==> config.mk <==
export PLATFORM = sky130hd
export DESIGN_NAME = bvfpc_top
export DESIGN_NICKNAME = d
export VERILOG_FILES = /design/src/rtl/bvfpc_top.v /design/src/rtl/bvfpc_retry_ctr.v
export VERILOG_INCLUDE_DIRS = /design/src /design/src/rtl
export SDC_FILE = /design/constraint.sdc
export NUM_CORES = 1
export LEC_CHECK = 0
export BUFFER_PORTS_ARGS = -buffer_cell sky130_fd_sc_hd__buf_2
export CAP_MARGIN = 20
export CORE_ASPECT_RATIO = 2
export CORE_MARGIN = 3
export CORE_UTILIZATION = 24
export CTS_CLUSTER_SIZE = 12
export DETAILED_ROUTE_END_ITERATION = 6
export GPL_ROUTABILITY_DRIVEN = 0
export SYNTH_ARGS = -nofsm -noshare
export SYNTH_HDL_FRONTEND = slang
export SYNTH_SLANG_ARGS = --single-unit
==> constraint.sdc <==
create_clock -name i_ref_clk -period 5.8 [get_ports i_ref_clk]
set_input_delay 0 -clock i_ref_clk [delete_from_list [all_inputs] [get_ports i_ref_clk]]
set_output_delay 0 -clock i_ref_clk [all_outputs]
set_load 0.01 [all_outputs]
==> src/rtl/bvfpc_map.vh <==
// Register offsets, field positions, reset values and thresholds of the bus-voltage fault block
`ifndef BVFPC_MAP_VH
`define BVFPC_MAP_VH

// -----------------------------------------------------------------
// Register offsets (byte addresses on the configuration port)
// -----------------------------------------------------------------
`define BVFPC_PIN_OFS 8'ha4
`define BVFPC_FLT2_OFS 8'h92
`define BVFPC_STAT_OFS 8'h9e

// -----------------------------------------------------------------
// Reset values
// -----------------------------------------------------------------
`define BVFPC_PIN_RST 32'h0000_0000
`define BVFPC_FLT2_RST 32'h0000_0000

// -----------------------------------------------------------------
// Fault limits settings 2 field positions
// -----------------------------------------------------------------
`define BVFPC_MINV_HI 10
`define BVFPC_MINV_LO 8
`define BVFPC_UVREC_BIT 7
`define BVFPC_MAXV_HI 6
`define BVFPC_MAXV_LO 4
`define BVFPC_OVREC_BIT 3
`define BVFPC_RETRY_HI 2
`define BVFPC_RETRY_LO 0
`define BVFPC_FLT2_MASK 32'h0000_07ff

// -----------------------------------------------------------------
// Hardware pin settings field positions
// -----------------------------------------------------------------
`define BVFPC_FILT_OFF_BIT 27
`define BVFPC_IDLE_HI 10
`define BVFPC_IDLE_LO 9
`define BVFPC_FLTLV_HI 8
`define BVFPC_FLTLV_LO 7
`define BVFPC_ALARM_BIT 6
`define BVFPC_BRKMODE_BIT 5
`define BVFPC_ANGSEL_BIT 4
`define BVFPC_BRKIN_HI 3
`define BVFPC_BRKIN_LO 2
`define BVFPC_SPDMODE_HI 1
`define BVFPC_SPDMODE_LO 0
`define BVFPC_PIN_MASK 32'h0800_07ff

// -----------------------------------------------------------------
// Voltage thresholds in millivolts
// -----------------------------------------------------------------
`define BVFPC_MIN_1 16'h1194
`define BVFPC_MIN_2 16'h1388
`define BVFPC_MIN_3 16'h157c
`define BVFPC_MIN_4 16'h1770
`define BVFPC_MIN_5 16'h1d4c
`define BVFPC_MIN_6 16'h2710
`define BVFPC_MIN_7 16'h30d4
`define BVFPC_MAX_1 16'h4e20
`define BVFPC_MAX_2 16'h57e4
`define BVFPC_MAX_3 16'h61a8
`define BVFPC_MAX_4 16'h6b6c
`define BVFPC_MAX_5 16'h7530
`define BVFPC_MAX_6 16'h7ef4
`define BVFPC_MAX_7 16'h88b8

// -----------------------------------------------------------------
// Retry attempt limits per code
// -----------------------------------------------------------------
`define BVFPC_RTY_1 5'h02
`define BVFPC_RTY_2 5'h03
`define BVFPC_RTY_3 5'h05
`define BVFPC_RTY_4 5'h07
`define BVFPC_RTY_5 5'h0a
`define BVFPC_RTY_6 5'h0f
`define BVFPC_RTY_7 5'h14

`endif

==> src/rtl/bvfpc_top.v <==
// Bus-voltage fault limits and hardware pin settings register bank
// Functional notes
// - Block running below minimum bus voltage; code 0 no limit, 1-7 give 4.5-12.5 V.
// - Undervoltage fault latches when selector is 0, self-clears in bounds when 1.
// - Block running above maximum bus voltage; code 0 no limit, 1-7 give 20-35 V.
// - Overvoltage fault latches when selector is 0, self-clears in bounds when 1.
// - Retry limit code: 0 unlimited, 1-7 allow 2,3,5,7,10,15,20 attempts.
// - Bus voltage filter active when disable bit is 0, bypassed when 1.
// - Stopped: code 0 base feedback, codes 1 and 3 high, code 2 low.
// - Fault: code 0 holds last value, 1 high, 2 low, 3 base feedback.
// - Alarm output enabled only while alarm-enable bit is 1.
// - Brake request gives low-side brake with action bit 0, align brake with 1.
// - Align brake uses last angle with bit 0, configured align angle with 1.
// - Pin settings register sits at A4h and resets to all zeros.
// - Brake source: codes 0,3 pin, 1 forced brake, 2 forced no brake.
// - Retries beyond the limit stop retrying and latch the fault indicator.
`default_nettype none
`include "bvfpc_map.vh"

module bvfpc_top
(
    input wire i_ref_clk,
    input wire i_reset_n,
    input wire i_reg_wr,
    input wire i_reg_rd,
    input wire [7:0] i_reg_addr,
    input wire [31:0] i_reg_wdata,
    output reg [31:0] o_reg_rdata,
    input wire [15:0] i_vbus_mv,
    input wire i_vbus_valid,
    input wire i_fault_clear,
    input wire i_retry_attempt,
    input wire i_motor_stopped,
    input wire i_other_fault,
    input wire i_speed_fb_base,
    input wire i_alarm_req,
    input wire i_brake_pin,
    output reg o_motor_run_allow,
    output reg o_undervoltage_fault,
    output reg o_overvoltage_fault,
    output wire o_fault_indicator_n,
    output wire o_retry_allowed,
    output reg o_speed_feedback_output,
    output reg o_alarm_out,
    output reg o_brake_lowside,
    output reg o_brake_align,
    output reg o_align_use_cfg_angle,
    output reg [1:0] o_speed_mode,
    output reg [15:0] o_vbus_used_mv
);

    reg [31:0] pin_r;
    reg [31:0] flt2_r;
    reg [17:0] filt_r;
    reg [17:0] filt_nxt;
    reg [15:0] vcmp;
    reg [15:0] min_thr;
    reg [15:0] max_thr;
    reg uv_nxt;
    reg ov_nxt;
    reg fb_last_r;
    reg fb_nxt;
    reg brake_req;
    reg [2:0] brk_sync_r;
    reg brk_pin_r;
    wire [2:0] min_code;
    wire [2:0] max_code;
    wire uv_hit;
    wire ov_hit;
    wire in_fault;
    wire [4:0] retry_count;
    wire retry_exhausted;

    assign min_code = flt2_r[`BVFPC_MINV_HI:`BVFPC_MINV_LO];
    assign max_code = flt2_r[`BVFPC_MAXV_HI:`BVFPC_MAXV_LO];

    // -----------------------------------------------------------------
    // Register write port
    // -----------------------------------------------------------------
    // Unlisted offsets take no write so reserved space stays untouched
    always @(posedge i_ref_clk or negedge i_reset_n)
    begin
        if (!i_reset_n)
        begin
            pin_r <= `BVFPC_PIN_RST;
            flt2_r <= `BVFPC_FLT2_RST;
        end
        else if (i_reg_wr)
        begin
            if (i_reg_addr == `BVFPC_PIN_OFS)
                pin_r <= i_reg_wdata & `BVFPC_PIN_MASK;
            else if (i_reg_addr == `BVFPC_FLT2_OFS)
                flt2_r <= i_reg_wdata & `BVFPC_FLT2_MASK;
        end
    end

    // -----------------------------------------------------------------
    // Register read port, one cycle latency
    // -----------------------------------------------------------------
    always @(posedge i_ref_clk or negedge i_reset_n)
    begin
        if (!i_reset_n)
            o_reg_rdata <= 32'h0000_0000;
        else if (i_reg_rd)
        begin
            case (i_reg_addr)
                `BVFPC_PIN_OFS: o_reg_rdata <= pin_r;
                `BVFPC_FLT2_OFS: o_reg_rdata <= flt2_r;
                `BVFPC_STAT_OFS: o_reg_rdata <= {7'h00, o_vbus_used_mv, 1'b0, retry_count,
                                                  retry_exhausted, o_overvoltage_fault,
                                                  o_undervoltage_fault};
                default: o_reg_rdata <= 32'h0000_0000;
            endcase
        end
    end

    // -----------------------------------------------------------------
    // Threshold lookup
    // -----------------------------------------------------------------
    always @*
    begin
        case (min_code)
            3'h1: min_thr = `BVFPC_MIN_1;
            3'h2: min_thr = `BVFPC_MIN_2;
            3'h3: min_thr = `BVFPC_MIN_3;
            3'h4: min_thr = `BVFPC_MIN_4;
            3'h5: min_thr = `BVFPC_MIN_5;
            3'h6: min_thr = `BVFPC_MIN_6;
            3'h7: min_thr = `BVFPC_MIN_7;
            default: min_thr = 16'h0000;
        endcase
        case (max_code)
            3'h1: max_thr = `BVFPC_MAX_1;
            3'h2: max_thr = `BVFPC_MAX_2;
            3'h3: max_thr = `BVFPC_MAX_3;
            3'h4: max_thr = `BVFPC_MAX_4;
            3'h5: max_thr = `BVFPC_MAX_5;
            3'h6: max_thr = `BVFPC_MAX_6;
            3'h7: max_thr = `BVFPC_MAX_7;
            default: max_thr = 16'hffff;
        endcase
    end

    // -----------------------------------------------------------------
    // Bus voltage filter: quarter-weight running average
    // -----------------------------------------------------------------
    always @*
    begin
        filt_nxt = ((filt_r << 1) + filt_r + {2'b00, i_vbus_mv}) >> 2;
        if (pin_r[`BVFPC_FILT_OFF_BIT])
            vcmp = i_vbus_mv;
        else
            vcmp = filt_nxt[15:0];
    end

    // Filter keeps tracking while bypassed so re-enabling does not jump
    always @(posedge i_ref_clk or negedge i_reset_n)
    begin
        if (!i_reset_n)
        begin
            filt_r <= 18'h00000;
            o_vbus_used_mv <= 16'h0000;
        end
        else if (i_vbus_valid)
        begin
            filt_r <= filt_nxt;
            o_vbus_used_mv <= vcmp;
        end
    end

    // -----------------------------------------------------------------
    // Limit comparison, once per control cycle
    // -----------------------------------------------------------------
    assign uv_hit = i_vbus_valid && (min_code != 3'h0) && (vcmp < min_thr);
    assign ov_hit = i_vbus_valid && (max_code != 3'h0) && (vcmp > max_thr);

    // Set wins over clear; auto recovery only on an in-bounds sample
    always @*
    begin
        uv_nxt = o_undervoltage_fault;
        if (uv_hit)
            uv_nxt = 1'b1;
        else if (i_fault_clear)
            uv_nxt = 1'b0;
        else if (flt2_r[`BVFPC_UVREC_BIT] && i_vbus_valid)
            uv_nxt = 1'b0;
        ov_nxt = o_overvoltage_fault;
        if (ov_hit)
            ov_nxt = 1'b1;
        else if (i_fault_clear)
            ov_nxt = 1'b0;
        else if (flt2_r[`BVFPC_OVREC_BIT] && i_vbus_valid)
            ov_nxt = 1'b0;
    end

    always @(posedge i_ref_clk or negedge i_reset_n)
    begin
        if (!i_reset_n)
        begin
            o_undervoltage_fault <= 1'b0;
            o_overvoltage_fault <= 1'b0;
            o_motor_run_allow <= 1'b0;
        end
        else
        begin
            o_undervoltage_fault <= uv_nxt;
            o_overvoltage_fault <= ov_nxt;
            o_motor_run_allow <= !uv_nxt && !ov_nxt && !retry_exhausted;
        end
    end

    // -----------------------------------------------------------------
    // Retry accounting
    // -----------------------------------------------------------------
    bvfpc_retry_ctr u_retry
    (
        .i_ref_clk(i_ref_clk),
        .i_reset_n(i_reset_n),
        .i_code(flt2_r[`BVFPC_RETRY_HI:`BVFPC_RETRY_LO]),
        .i_retry(i_retry_attempt),
        .i_clear(i_fault_clear),
        .o_count(retry_count),
        .o_exhausted(retry_exhausted)
    );

    assign o_retry_allowed = !retry_exhausted;
    assign in_fault = o_undervoltage_fault || o_overvoltage_fault || i_other_fault || retry_exhausted;
    assign o_fault_indicator_n = !in_fault;

    // -----------------------------------------------------------------
    // Speed feedback output level
    // -----------------------------------------------------------------
    always @*
    begin
        fb_nxt = i_speed_fb_base;
        if (in_fault)
        begin
            case (pin_r[`BVFPC_FLTLV_HI:`BVFPC_FLTLV_LO])
                2'h0: fb_nxt = fb_last_r;
                2'h1: fb_nxt = 1'b1;
                2'h2: fb_nxt = 1'b0;
                default: fb_nxt = i_speed_fb_base;
            endcase
        end
        else if (i_motor_stopped)
        begin
            case (pin_r[`BVFPC_IDLE_HI:`BVFPC_IDLE_LO])
                2'h0: fb_nxt = i_speed_fb_base;
                2'h2: fb_nxt = 1'b0;
                default: fb_nxt = 1'b1;
            endcase
        end
    end

    // Base level seen while running is frozen while in fault or stopped
    always @(posedge i_ref_clk or negedge i_reset_n)
    begin
        if (!i_reset_n)
        begin
            fb_last_r <= 1'b0;
            o_speed_feedback_output <= 1'b0;
        end
        else
        begin
            if (!in_fault && !i_motor_stopped)
                fb_last_r <= i_speed_fb_base;
            o_speed_feedback_output <= fb_nxt;
        end
    end

    // -----------------------------------------------------------------
    // Brake pin synchroniser: change counts once stages 2 and 3 agree
    // -----------------------------------------------------------------
    always @(posedge i_ref_clk or negedge i_reset_n)
    begin
        if (!i_reset_n)
        begin
            brk_sync_r <= 3'h0;
            brk_pin_r <= 1'b0;
        end
        else
        begin
            brk_sync_r <= {brk_sync_r[1:0], i_brake_pin};
            if (brk_sync_r[2] == brk_sync_r[1])
                brk_pin_r <= brk_sync_r[2];
        end
    end

    // -----------------------------------------------------------------
    // Brake source and action
    // -----------------------------------------------------------------
    always @*
    begin
        case (pin_r[`BVFPC_BRKIN_HI:`BVFPC_BRKIN_LO])
            2'h1: brake_req = 1'b1;
            2'h2: brake_req = 1'b0;
            default: brake_req = brk_pin_r;
        endcase
    end

    always @(posedge i_ref_clk or negedge i_reset_n)
    begin
        if (!i_reset_n)
        begin
            o_brake_lowside <= 1'b0;
            o_brake_align <= 1'b0;
            o_align_use_cfg_angle <= 1'b0;
            o_alarm_out <= 1'b0;
            o_speed_mode <= 2'h0;
        end
        else
        begin
            o_brake_lowside <= brake_req && !pin_r[`BVFPC_BRKMODE_BIT];
            o_brake_align <= brake_req && pin_r[`BVFPC_BRKMODE_BIT];
            o_align_use_cfg_angle <= pin_r[`BVFPC_ANGSEL_BIT];
            o_alarm_out <= i_alarm_req && pin_r[`BVFPC_ALARM_BIT];
            o_speed_mode <= pin_r[`BVFPC_SPDMODE_HI:`BVFPC_SPDMODE_LO];
        end
    end

endmodule
`default_nettype wire

==> src/rtl/bvfpc_retry_ctr.v <==
// Automatic retry counter with limit lookup and latched exhaustion flag
`default_nettype none
`include "bvfpc_map.vh"

module bvfpc_retry_ctr
(
    input wire i_ref_clk,
    input wire i_reset_n,
    input wire [2:0] i_code,
    input wire i_retry,
    input wire i_clear,
    output reg [4:0] o_count,
    output reg o_exhausted
);

    reg [4:0] limit;
    reg [4:0] count_nxt;

    // -----------------------------------------------------------------
    // Limit lookup
    // -----------------------------------------------------------------
    always @*
    begin
        case (i_code)
            3'h1: limit = `BVFPC_RTY_1;
            3'h2: limit = `BVFPC_RTY_2;
            3'h3: limit = `BVFPC_RTY_3;
            3'h4: limit = `BVFPC_RTY_4;
            3'h5: limit = `BVFPC_RTY_5;
            3'h6: limit = `BVFPC_RTY_6;
            3'h7: limit = `BVFPC_RTY_7;
            default: limit = 5'h1f;
        endcase
        // Saturate so an unlimited run never wraps back to zero
        if (i_retry && (o_count != 5'h1f))
            count_nxt = o_count + 5'h01;
        else
            count_nxt = o_count;
    end

    // -----------------------------------------------------------------
    // Count and latch; a retry in the clear cycle still counts
    // -----------------------------------------------------------------
    always @(posedge i_ref_clk or negedge i_reset_n)
    begin
        if (!i_reset_n)
        begin
            o_count <= 5'h00;
            o_exhausted <= 1'b0;
        end
        else
        begin
            if (i_clear)
                o_count <= i_retry ? 5'h01 : 5'h00;
            else
                o_count <= count_nxt;
            if ((i_code != 3'h0) && (count_nxt > limit) && !i_clear)
                o_exhausted <= 1'b1;
            else if (i_clear)
                o_exhausted <= 1'b0;
        end
    end

endmodule
`default_nettype wire

======== Word-level counts from Yosys, hierarchy flattened ========
Index checks and enable logic that the tools add are counted.
word-level totals
  bits in registers ....................... 108
  bits in latches ......................... 0
  RAM bits ................................ 0
  ROM bits ................................ 0
  bits of input ports ..................... 68
  logic and storage cells ................. 111
  memories kept ........................... 0
operators by class
  $add $sub $neg .......................... 3
  $mul .................................... 0
  div/mod/pow operators ................... 0
  $lt $le $gt $ge ......................... 3
  eq/ne operators ......................... 31
  shift operators ......................... 0
  mux-type cells .......................... 21
  bitwise operators ....................... 1
  reduce and logical (&&, ||, !) cells .... 33
operator list
  operator                                                                count
  16-bit one-hot mux with 7 select lines                                  1
  14-bit one-hot mux with 7 select lines                                  1
  28-bit one-hot mux with 3 select lines                                  1
  3-bit equality test (second input constant)                             12
  5-bit one-hot mux with 7 select lines                                   1
  8-bit equality test (second input constant)                             3
  17-bit by 16-bit adder with 18-bit output                               1
  18-bit by 16-bit adder with 18-bit output                               1
  3-bit by 2-bit equality test with 1-bit output (second input constant)  6
  16-bit > comparator                                                     1
  16-bit less-than comparator                                             1
  16-bit 2-to-1 mux                                                       1
  1-bit logical AND                                                       15
  1-bit 2-to-1 mux                                                        11
  5-bit 2-to-1 mux                                                        2
  3-bit by 1-bit equality test with 1-bit output (second input constant)  3
  3-bit nonzero test                                                      3
  1-bit zero test                                                         7
  2-bit equality test (second input constant)                             3
  5-bit by 1-bit adder with 5-bit output (second input constant)          1
  5-bit > comparator                                                      1
  5-bit != test (second input constant)                                   1
  2-bit by 1-bit equality test with 1-bit output (second input constant)  2
  2-bit zero test                                                         2
  8 further kinds                                                         11

======== Depth between registers and ports, before layout ========
Gate-level depths: netlist of run 1.
  depth after elaboration ................. 9
  mapped depth ............................ 17
  gate-level depth less buffers ........... 17

======== By module ========
A second synthesis of run 1 with hierarchy kept.
second synthesis, totals
  cells, all modules ...................... 625
  area, all modules ....................... 6487.5 sq um
modules (own cells, without submodules)
  module           times used  cells an instance  area each (sq um)  seq. area each (sq um)
  bvfpc_top        1           573                5995.8             2402.3
  bvfpc_retry_ctr  1           52                 491.7              150.1

======== Worst setup path after synthesis of run 1 ========
Ideal clock, no wire load.
  path type ............................... reg2reg
  start point ............................. register filt_r[0]
  end point ............................... register o_motor_run_allow
  setup time .............................. 0.126 ns
  arrival ................................. 3.918 ns
  required time ........................... 5.674 ns
  path slack .............................. 1.756 ns
  stages on the path, launching flop included .. 18
  clock period less this slack ............ 4.044 ns
  cell sequence ........................... dfrtp_1 -> inv_1 -> fa_1 -> nor2_1 -> fa_1 -> a211oi_2 -> o211ai_1 -> a211oi_2 -> o21ai_0 -> xnor2_1 -> o21ai_0 -> ha_1 -> and4_1 -> nand4_1 -> o221ai_1 -> a311oi_1 -> o311a_1 -> o311a_1
between the ends
  longest elaborated chain between the ends .. 9
  elaborated cells between the ends (all ways) .. 13
  those cells by class .................... add/sub (2); order compare (2); mux (3); reduce/logical (6)
ends and longest elaborated chain
  what                                                                line                              source
  start: declaration                                                  bvfpc_top.v:54                    reg [17:0] filt_r;
  start signal: assignment                                            bvfpc_top.v:166                   filt_r <= filt_nxt;
  17-bit by 16-bit adder with 18-bit output *                         bvfpc_top.v:149                   filt_nxt = ((filt_r << 1) + filt_r + {2'b00, i_vbus_mv}) >> 2;
  18-bit by 16-bit adder with 18-bit output *                         bvfpc_top.v:149
  16-bit 2-to-1 mux *                                                 bvfpc_top.v:150                   if (pin_r[`BVFPC_FILT_OFF_BIT])
  net vcmp[13]                                                        bvfpc_top.v:56                    reg [15:0] vcmp;
  16-bit less-than comparator or 16-bit > comparator (tied branches)  bvfpc_top.v:174, bvfpc_top.v:175
  1-bit logical AND (on tied branches)                                bvfpc_top.v:174, bvfpc_top.v:175
  1-bit 2-to-1 mux (on tied branches)                                 bvfpc_top.v:181, bvfpc_top.v:188
  1-bit zero test                                                     bvfpc_top.v:208                   o_motor_run_allow <= !uv_nxt && !ov_nxt && !retry_exhausted;
  1-bit logical AND * (2 in series)                                   bvfpc_top.v:208
  end signal: assignment                                              bvfpc_top.v:208
  end: declaration                                                    bvfpc_top.v:38                    output reg o_motor_run_allow,
Mark *: on every way through the listed nets, which the timed path passes. The rest lies on a longest branch.
A chain may end at the register's enable or synchronous reset.

======== Final worst setup path of run 1 ========
Same ends and word-level chain as after synthesis.

==> results of run 1 <==
[synthesized netlist by cell type, types with 2 or more instances]
cell type | n | area [um2]
o221ai_1 | 2 | 17.5
o31ai_1 | 6 | 45.0
nor2b_1 | 11 | 68.8
a22oi_1 | 2 | 15.0
or3_1 | 5 | 31.3
dfrtp_1 | 102 | 2550
nor4_1 | 2 | 12.5
xor2_1 | 4 | 35.0
nand3_1 | 25 | 125
o211ai_1 | 2 | 15.0
nand3b_1 | 4 | 30.0
a21oi_1 | 34 | 170
a211oi_2 | 2 | 25.0
o21ai_0 | 47 | 235
nand4_1 | 6 | 37.5
a41oi_1 | 3 | 26.3
xnor2_1 | 12 | 105
a222oi_1 | 10 | 100
a31oi_1 | 4 | 25.0
and2_1 | 4 | 25.0
nor3_1 | 9 | 45.0
or2_2 | 2 | 12.5
o311a_1 | 2 | 20.0
clkbuf_1 | 25 | 93.8
ha_1 | 53 | 663
fa_1 | 16 | 320
and3_1 | 4 | 25.0
mux2_2 | 46 | 518
o22ai_1 | 12 | 75.1
a21boi_0 | 3 | 22.5
inv_1 | 49 | 184
nand2_1 | 60 | 225
nand2b_1 | 3 | 18.8
a21o_1 | 5 | 37.5
a22o_1 | 3 | 26.3
buf_4 | 6 | 45.0
buf_2 | 2 | 10.0
nor2_1 | 32 | 120
mux2i_1 | 4 | 40.0
o21a_1 | 7 | 52.6
a211oi_1 | 7 | 52.6
and4_1 | 2 | 17.5
[layout make-up]
type	count	area [um2]	area share
clock buffers	9	225	0.0282
clock inverters	7	86.3	0.0108
inverters	50	189	0.0237
multi-input cells	483	3700	0.464
flip-flops and latches	102	2550	0.320
well taps	348	435	0.0546
repair buffers	131	791	0.0991
[through the flow]
step                      total power [mW]  cells  setup slack (ps)
after floorplan                       3.83    671              1760
after global placement                4.80   1091              1070
after detailed placement              4.87   1091              1020
after CTS                             5.56   1130              1000
after global routing                  6.07   1130               678
final                                 5.52   1130              1040
[cells by family (layout without fill, tap and decap cells)]
kind of cell | count (synthesis) | after routing | synth area share
xor gates and xnor gates | 16 | 16 | 0.0213
DFF | 102 | 102 | 0.388
adders and majority gates | 70 | 70 | 0.151
muxes | 51 | 51 | 0.0871
other | 1 | 6 | 0.000570
buffers and inverters | 86 | 197 | 0.0548
AOI/OAI and AO/OA | 163 | 163 | 0.163
and+or+nand+nor | 177 | 177 | 0.134
[how the worst max path moves through the flow]
stage                          startpoint                     endpoint  slack (ps)  depth (start not counted)
finish              filt_r[0]$_DFFE_PN0P_  o_motor_run_allow$_DFF_PN0_        1040                         17
global route        filt_r[0]$_DFFE_PN0P_  o_motor_run_allow$_DFF_PN0_         680                         17
CTS                 filt_r[0]$_DFFE_PN0P_  o_motor_run_allow$_DFF_PN0_        1000                         17
detailed placement  filt_r[0]$_DFFE_PN0P_  o_motor_run_allow$_DFF_PN0_        1020                         17
global placement    filt_r[0]$_DFFE_PN0P_  o_motor_run_allow$_DFF_PN0_        1070                         17
floorplan           filt_r[0]$_DFFE_PN0P_  o_motor_run_allow$_DFF_PN0_        1760                         17
[critical path: cells and delay by family, from the launching register on]
family,cells,cell delay [ps]
adders and majority gates,3,1300
xor gates and xnor gates,1,310
AOI/OAI and AO/OA,9,2110
and+or+nand+nor,3,470
DFF,1,370
buffers and inverters,1,70
[flip-flops by register name (all words and copies together) (netlist names), 2 cells and up]
name and cells:
o_speed_mode 2, filt_r 16, pin_r 12, o_vbus_used_mv 16, o_reg_rdata 26, u_retry.o_count 5, brk_sync_r 3, flt2_r 11
[routing by layer]
metal,wire length [um],up-vias
met5,13,-
met4,834,2
met3,761,43
met2,11100,135
met1,6790,2653
li1,-,2608
[power groups by stage]
stage / registers (mW) / logic [mW] / clock network [mW]
after floorplan: 1.03 / 2.80 / 0
after global placement: 1.05 / 3.75 / 0
after detailed placement: 1.05 / 3.82 / 0
after CTS: 1.04 / 3.86 / 0.660
after global routing: 1.06 / 4.33 / 0.687
final: 1.03 / 3.85 / 0.640
==> qor.csv, run 1 <==
metric;value;unit
post-route-period-util;0.821;
portBuffers;101;
hold_depth;3;
h-tree-depth;3;
vias;5441;
hold_slack;34.3;ps
start_kind;flip-flop;
skew;9.51;ps
worst_ep_arrival_time;5020;ps
use_met2;0.264;
num-fill-cells;2834;
worstSetupPathType;reg -> reg;
grt_max_degree;56;
dpl.hpwl;15500;um
critical_path.cell_chain;inv_1 -> fa_1 -> nor2_1 -> fa_1 -> a211oi_2 -> o211ai_1 -> a211oi_2 -> o21ai_0 -> xnor2_1 -> o21ai_0 -> ha_1 -> and4_1 -> nand4_1 -> o221ai_1 -> a311oi_1 -> o311a_1 -> o311a_1;
core-area;27000;um2
numCtsBuffers;9;
clock_latency;370;ps
status;finished clean;
end_kind;flip-flop;
drt_iter0_drc;245;
power.switching;2.74;mW
nets;914;
r2r_end;o_motor_run_allow$_DFF_PN0_;
cts_max_path_buffers;2;
final-hold-violation-count;0;
yosysUniqueCellTypes;69;
clkSinkCount;102;
layout_common_cells;102 x dfrtp_1, 100 x buf_2, 60 x nand2_1;
finalSetupTns;0;ps
final_layout_size_suffix_gt1_frac;0.239;
row_count;85;
tritoncts;done;
dpl_cell_area;7440;um2
min_delay_worst_endpoint;fb_last_r$_DFFE_PN0P_;
cp_max_fo;4;
initial_core_util;0.243;
ir_worst_vdd;0.000271;V
swShare;0.497;
slew_headroom;0.268;
synth-seq-cells;102;
antenna_found_initial;1;
cts_hold_buf;23;
area_growth;21.3;%
critPathSlowestCell;fa_1;
synth.cell_area;6580;um2
cp.required;6060;ps
leakage;3.66;nW
final_common_cell;dfrtp_1;
cts_setup_buffers;0;
drtAntennaViolNets;0;
setup_viol;0;
die_w;123;um
use_met1;0.133;
met3_usage;0.0231;
avgSynthCellArea;9.88;um2
ios;128;
grt_pass1_wl;30200;um
syn_inst;666;
fin_util;0.295;
pwr-share-seq;0.187;
first_global_vias;5562;
crit_path_max_incr_delay;520;ps
synth_edf_count;0;
worst_slew_pin_slew;1090;ps
holdCritStartpoint;i_motor_stopped;
drt-vias-per-instance;4.82;
combPwrFrac;0.697;
dr.pass1.iters;5;
dieHeight;240;um
routed_wl;19500;um
synthArstFlopShare;1.00;
rrSetupSlack;1040;ps
rsz0062_at_grt;no;
p_int;2.78;mW
min_path_type;in -> reg;
antennaDiodeCount;0;
r2r_cells;17;
power_density;692;nW/um2
clk_pin_slew;80;ps
regToRegStartpoint;filt_r[0]$_DFFE_PN0P_;
grt_usage;0.136;
seq_area_frac_synth;0.388;
pwr-share-clk;0.116;
ys_warn_count;0;
die_area;29500;um2
max_freq;210;MHz
synth-main-ff-cell;dfrtp_1;
grt-ovfl-total;0;
drv_cap;0;
post-route-min-period;4760;ps
ctsResizeCount;0;
wl_per_cell;17.2;um
slew_violations;0;
drc;0;
stdcell_area;7980;um2
grt_most_used_layer;met2;
clock-root-buffer;clkbuf_16;
Power figures use the tool's default switching activity.
==> run 2, diff against run 1 <==
Settings changed: ABC_AREA set to 1.
Clock period 5.8 ns to 4.45 ns, I/O delays scaled along.
==> qor.csv, run 2 <==
metric;value;unit;change
skew;15.0;ps;was 9.51 ps
seq_area_frac_synth;0.392;;was 0.388
r2r_end;o_motor_run_allow$_DFF_PN0_;;unchanged
status;finished clean;;unchanged
final-hold-violation-count;0;;unchanged
row_count;84;;was 85
dr.pass1.iters;4;;was 5
antennaDiodeCount;0;;unchanged
post-place-cells;1210;;was 1091
post-route-period-util;0.864;;was 0.821
synth-main-ff-cell;dfrtp_1;;unchanged
crit_path_max_incr_delay;520;ps;about the same
grt_usage;0.138;;was 0.136
wl_per_cell;15.7;um;was 17.2 um
numCtsBuffers;9;;unchanged
regToRegStartpoint;filt_r[1]$_DFFE_PN0P_;;was filt_r[0]$_DFFE_PN0P_
vias;5631;;was 5441
min_path_type;in -> reg;;unchanged
clk_pin_slew;80;ps;about the same
portBuffers;101;;unchanged
die_area;29300;um2;was 29500 um2
crit_buf_inv;2;;was 1
hold_depth;5;;was 3
drtAntennaViolNets;0;;unchanged
critPathSlowestCell;fa_1;;unchanged
path_depth;22;;was 17
initial_core_util;0.246;;was 0.243
slew_violations;0;;unchanged
cp_top_family;simple AND/OR/NAND/NOR gates;;was compound AO/OA/AOI/OAI gates
routed_wl;19600;um;was 19500 um
setup_viol;0;;unchanged
synthTopCellsByCount;191 x nand2_1, 102 x dfrtp_1, 92 x inv_1, 68 x o21ai_0, 53 x ha_1;;was 102 x dfrtp_1, 60 x nand2_1, 53 x ha_1, 49 x inv_1, 47 x o21ai_0
r2r_cells;22;;was 17
grt_max_degree;57;;was 56
critPathLaunch;filt_r[1]$_DFFE_PN0P_;;was filt_r[0]$_DFFE_PN0P_
nets;1039;;was 914
cts_max_path_buffers;2;;unchanged
cp_max_fo;3;;was 4
worst_slew_pin_slew;825;ps;was 1090 ps
top_regs;o_reg_rdata x26, filt_r x16, o_vbus_used_mv x16;;unchanged
max_freq;260;MHz;was 210 MHz
synth_edf_count;0;;unchanged
largest_register_ffs;26;;unchanged
die_w;123;um;about the same
regMostFlops;o_reg_rdata;;unchanged
grt_pass1_wl;30600;um;was 30200 um
worst_ep_arrival_time;4160;ps;was 5020 ps
syn_inst;783;;was 666
holdCritStartpoint;i_vbus_mv[1];;was i_motor_stopped
cp.required;4760;ps;was 6060 ps
post-route-min-period;3840;ps;was 4760 ps
slew_headroom;0.449;;was 0.268
end_kind;flip-flop;;unchanged
start_kind;flip-flop;;unchanged
finalSetupTns;0;ps;unchanged
drv_cap;0;;unchanged
tritoncts;done;;unchanged
critical_path.cell_chain;inv_1 -> fa_1 -> nor2_4 -> fa_1 -> nand3_2 -> nand2_2 -> a21boi_2 -> o21ai_2 -> nand4_1 -> nand2_1 -> nand2_1 -> o21a_1 -> inv_1 -> ha_1 -> nand4_1 -> nor3_1 -> nand4_1 -> o21ai_1 -> nor2_1 -> nand2_2 -> nand3_2 -> nor2_2;;was inv_1 -> fa_1 -> nor2_1 -> fa_1 -> a211oi_2 -> o211ai_1 -> a211oi_2 -> o21ai_0 -> xnor2_1 -> o21ai_0 -> ha_1 -> and4_1 -> nand4_1 -> o221ai_1 -> a311oi_1 -> o311a_1 -> o311a_1
final_common_cell;nand2_1;;was dfrtp_1
layout_common_cells;191 x nand2_1, 102 x dfrtp_1, 100 x buf_2;;was 102 x dfrtp_1, 100 x buf_2, 60 x nand2_1
leakage;4.06;nW;was 3.66 nW
clock_latency;370;ps;about the same
finalNonFillerCells;1251;;was 1130
drc;0;;unchanged
cts_setup_buffers;0;;unchanged
clock-root-buffer;clkbuf_16;;unchanged
num-fill-cells;2863;;was 2834
min_delay_worst_endpoint;o_vbus_used_mv[1]$_DFFE_PN0P_;;was fb_last_r$_DFFE_PN0P_
drt-vias-per-instance;4.50;;was 4.82
power_density;579;nW/um2;was 692 nW/um2
core-area;26500;um2;was 27000 um2
synth-seq-cells;102;;unchanged
ir_worst_vdd;0.000245;V;was 0.000271 V
grt-ovfl-total;0;;unchanged
path_common_cell;nand4_1;;
worstSetupPathType;reg -> reg;;unchanged
clkSinkCount;102;;unchanged
drt_iter0_drc;210;;was 245
synth.top_cell.area_share;0.392;;was 0.388
synth.most_common_cell;nand2_1;;was dfrtp_1
first_global_vias;5663;;was 5562
ios;128;;unchanged
antenna_found_initial;0;;was 1
final_layout_size_suffix_gt1_frac;0.185;;was 0.239
dpl.hpwl;16000;um;was 15500 um
area_growth;21.3;%;about the same
h-tree-depth;3;;unchanged
rsz0062_at_grt;no;;unchanged
yosysUniqueCellTypes;53;;was 69
yosys-top-cells-area;dfrtp_1 39%, nand2_1 11%, ha_1 10%;;was dfrtp_1 39%, ha_1 10%, mux2_2 7.9%
synthArstFlopShare;1.00;;unchanged
ys_warn_count;0;;unchanged
avgSynthCellArea;8.32;um2;was 9.88 um2
synth.cell_area;6510;um2;was 6580 um2
rrSetupSlack;610;ps;was 1040 ps
synth_top_area_cell;dfrtp_1;;unchanged
dieHeight;239;um;was 240 um
[run 2: cell types whose count changed after synthesis, moves of 11 or more]
cell	before	now
mux2_2	46	7
nor2_1	32	45
o21ai_0	47	68
nand2_2	0	12
inv_1	49	92
nand2_1	60	191
nor2b_1	11	0
[run 2: worst max path at each step]
| stage | slack, ps | to |
|---|---|---|
| CTS | 560 | o_motor_run_allow$_DFF_PN0_ |
| global route | 340 | o_motor_run_allow$_DFF_PN0_ |
| global placement | 640 | o_motor_run_allow$_DFF_PN0_ |
| floorplan | 1080 | o_motor_run_allow$_DFF_PN0_ |
| finish | 610 | o_motor_run_allow$_DFF_PN0_ |
| detailed placement | 600 | o_motor_run_allow$_DFF_PN0_ |
[run 2: kinds of logic after synthesis]
logic type / share of synthesized area
multiplexers: 0.0152
flip-flops: 0.392
buffers and inverters: 0.0791
XOR/XNOR: 0.0148
AND/OR/NAND/NOR: 0.196
AO/OA/AOI/OAI: 0.150
adder cells (fa/ha/maj): 0.152
other: 0.000576
[run 2: through the flow]
step / utilization / hold slack [ps] / area [um2] / power [mW] / worst slack, ps
2_1_floorplan: - / -296 / 6530 / 3.17 / 1080
3_3_place_gp: 0.278 / 109 / 7370 / 3.73 / 644
3_5_place_dp: 0.278 / 115 / 7370 / 3.78 / 600
4_1_cts: 0.298 / 40.3 / 7900 / 4.62 / 558
5_1_grt: 0.298 / 85.2 / 7900 / 5.02 / 337
6_report: 0.298 / 44.2 / 7900 / 4.57 / 606
[run 2: cell type report]
class	count	area (um2)	share of cell area
flip-flops and latches	102	2550	0.323
inverters	96	360	0.0456
well taps	344	430	0.0545
clock buffers	11	243	0.0307
repair buffers	133	811	0.103
multi-input cells	560	3470	0.439
clock inverters	5	40.0	0.00507
[run 2: worst register-to-register path: stages, from the launching register on]
cell and delay, ps:
dfrtp_1 390, inv_1 70, fa_1 520, nor2_4 60, fa_1 410, nand3_2 80, nand2_2 90, a21boi_2 190
o21ai_2 100, nand4_1 140, nand2_1 70, nand2_1 60, o21a_1 250, inv_1 70, ha_1 320, nand4_1 130
nor3_1 250, nand4_1 130, o21ai_1 160, nor2_1 60, nand2_2 80, nand3_2 60, nor2_2 100
[run 2: repair_timing]
action	4_1_cts	5_1_grt
resized for setup	0	0
hold buffers	25	0
setup endpoints to repair	0	0
hold endpoints to repair	94	0
[run 2: routing by layer]
layer  routed length, um  GRT usage  share of wire  vias to the layer above
li1                    -          -              -                     2814
met3                 610     0.0211          0.031                       44
met2               11000      0.262           0.56                      122
met1                6870      0.135           0.35                     2651
met5                   0          0              0                        -
met4                1140     0.0867          0.058                        0
[run 2: report_power, final]
| part | total (mW) | switching (mW) | internal (mW) |
|---|---|---|---|
| combinational | 2.60 | 1.59 | 1.01 |
| sequential | 1.20 | 0.133 | 1.06 |
| clock | 0.780 | 0.379 | 0.401 |
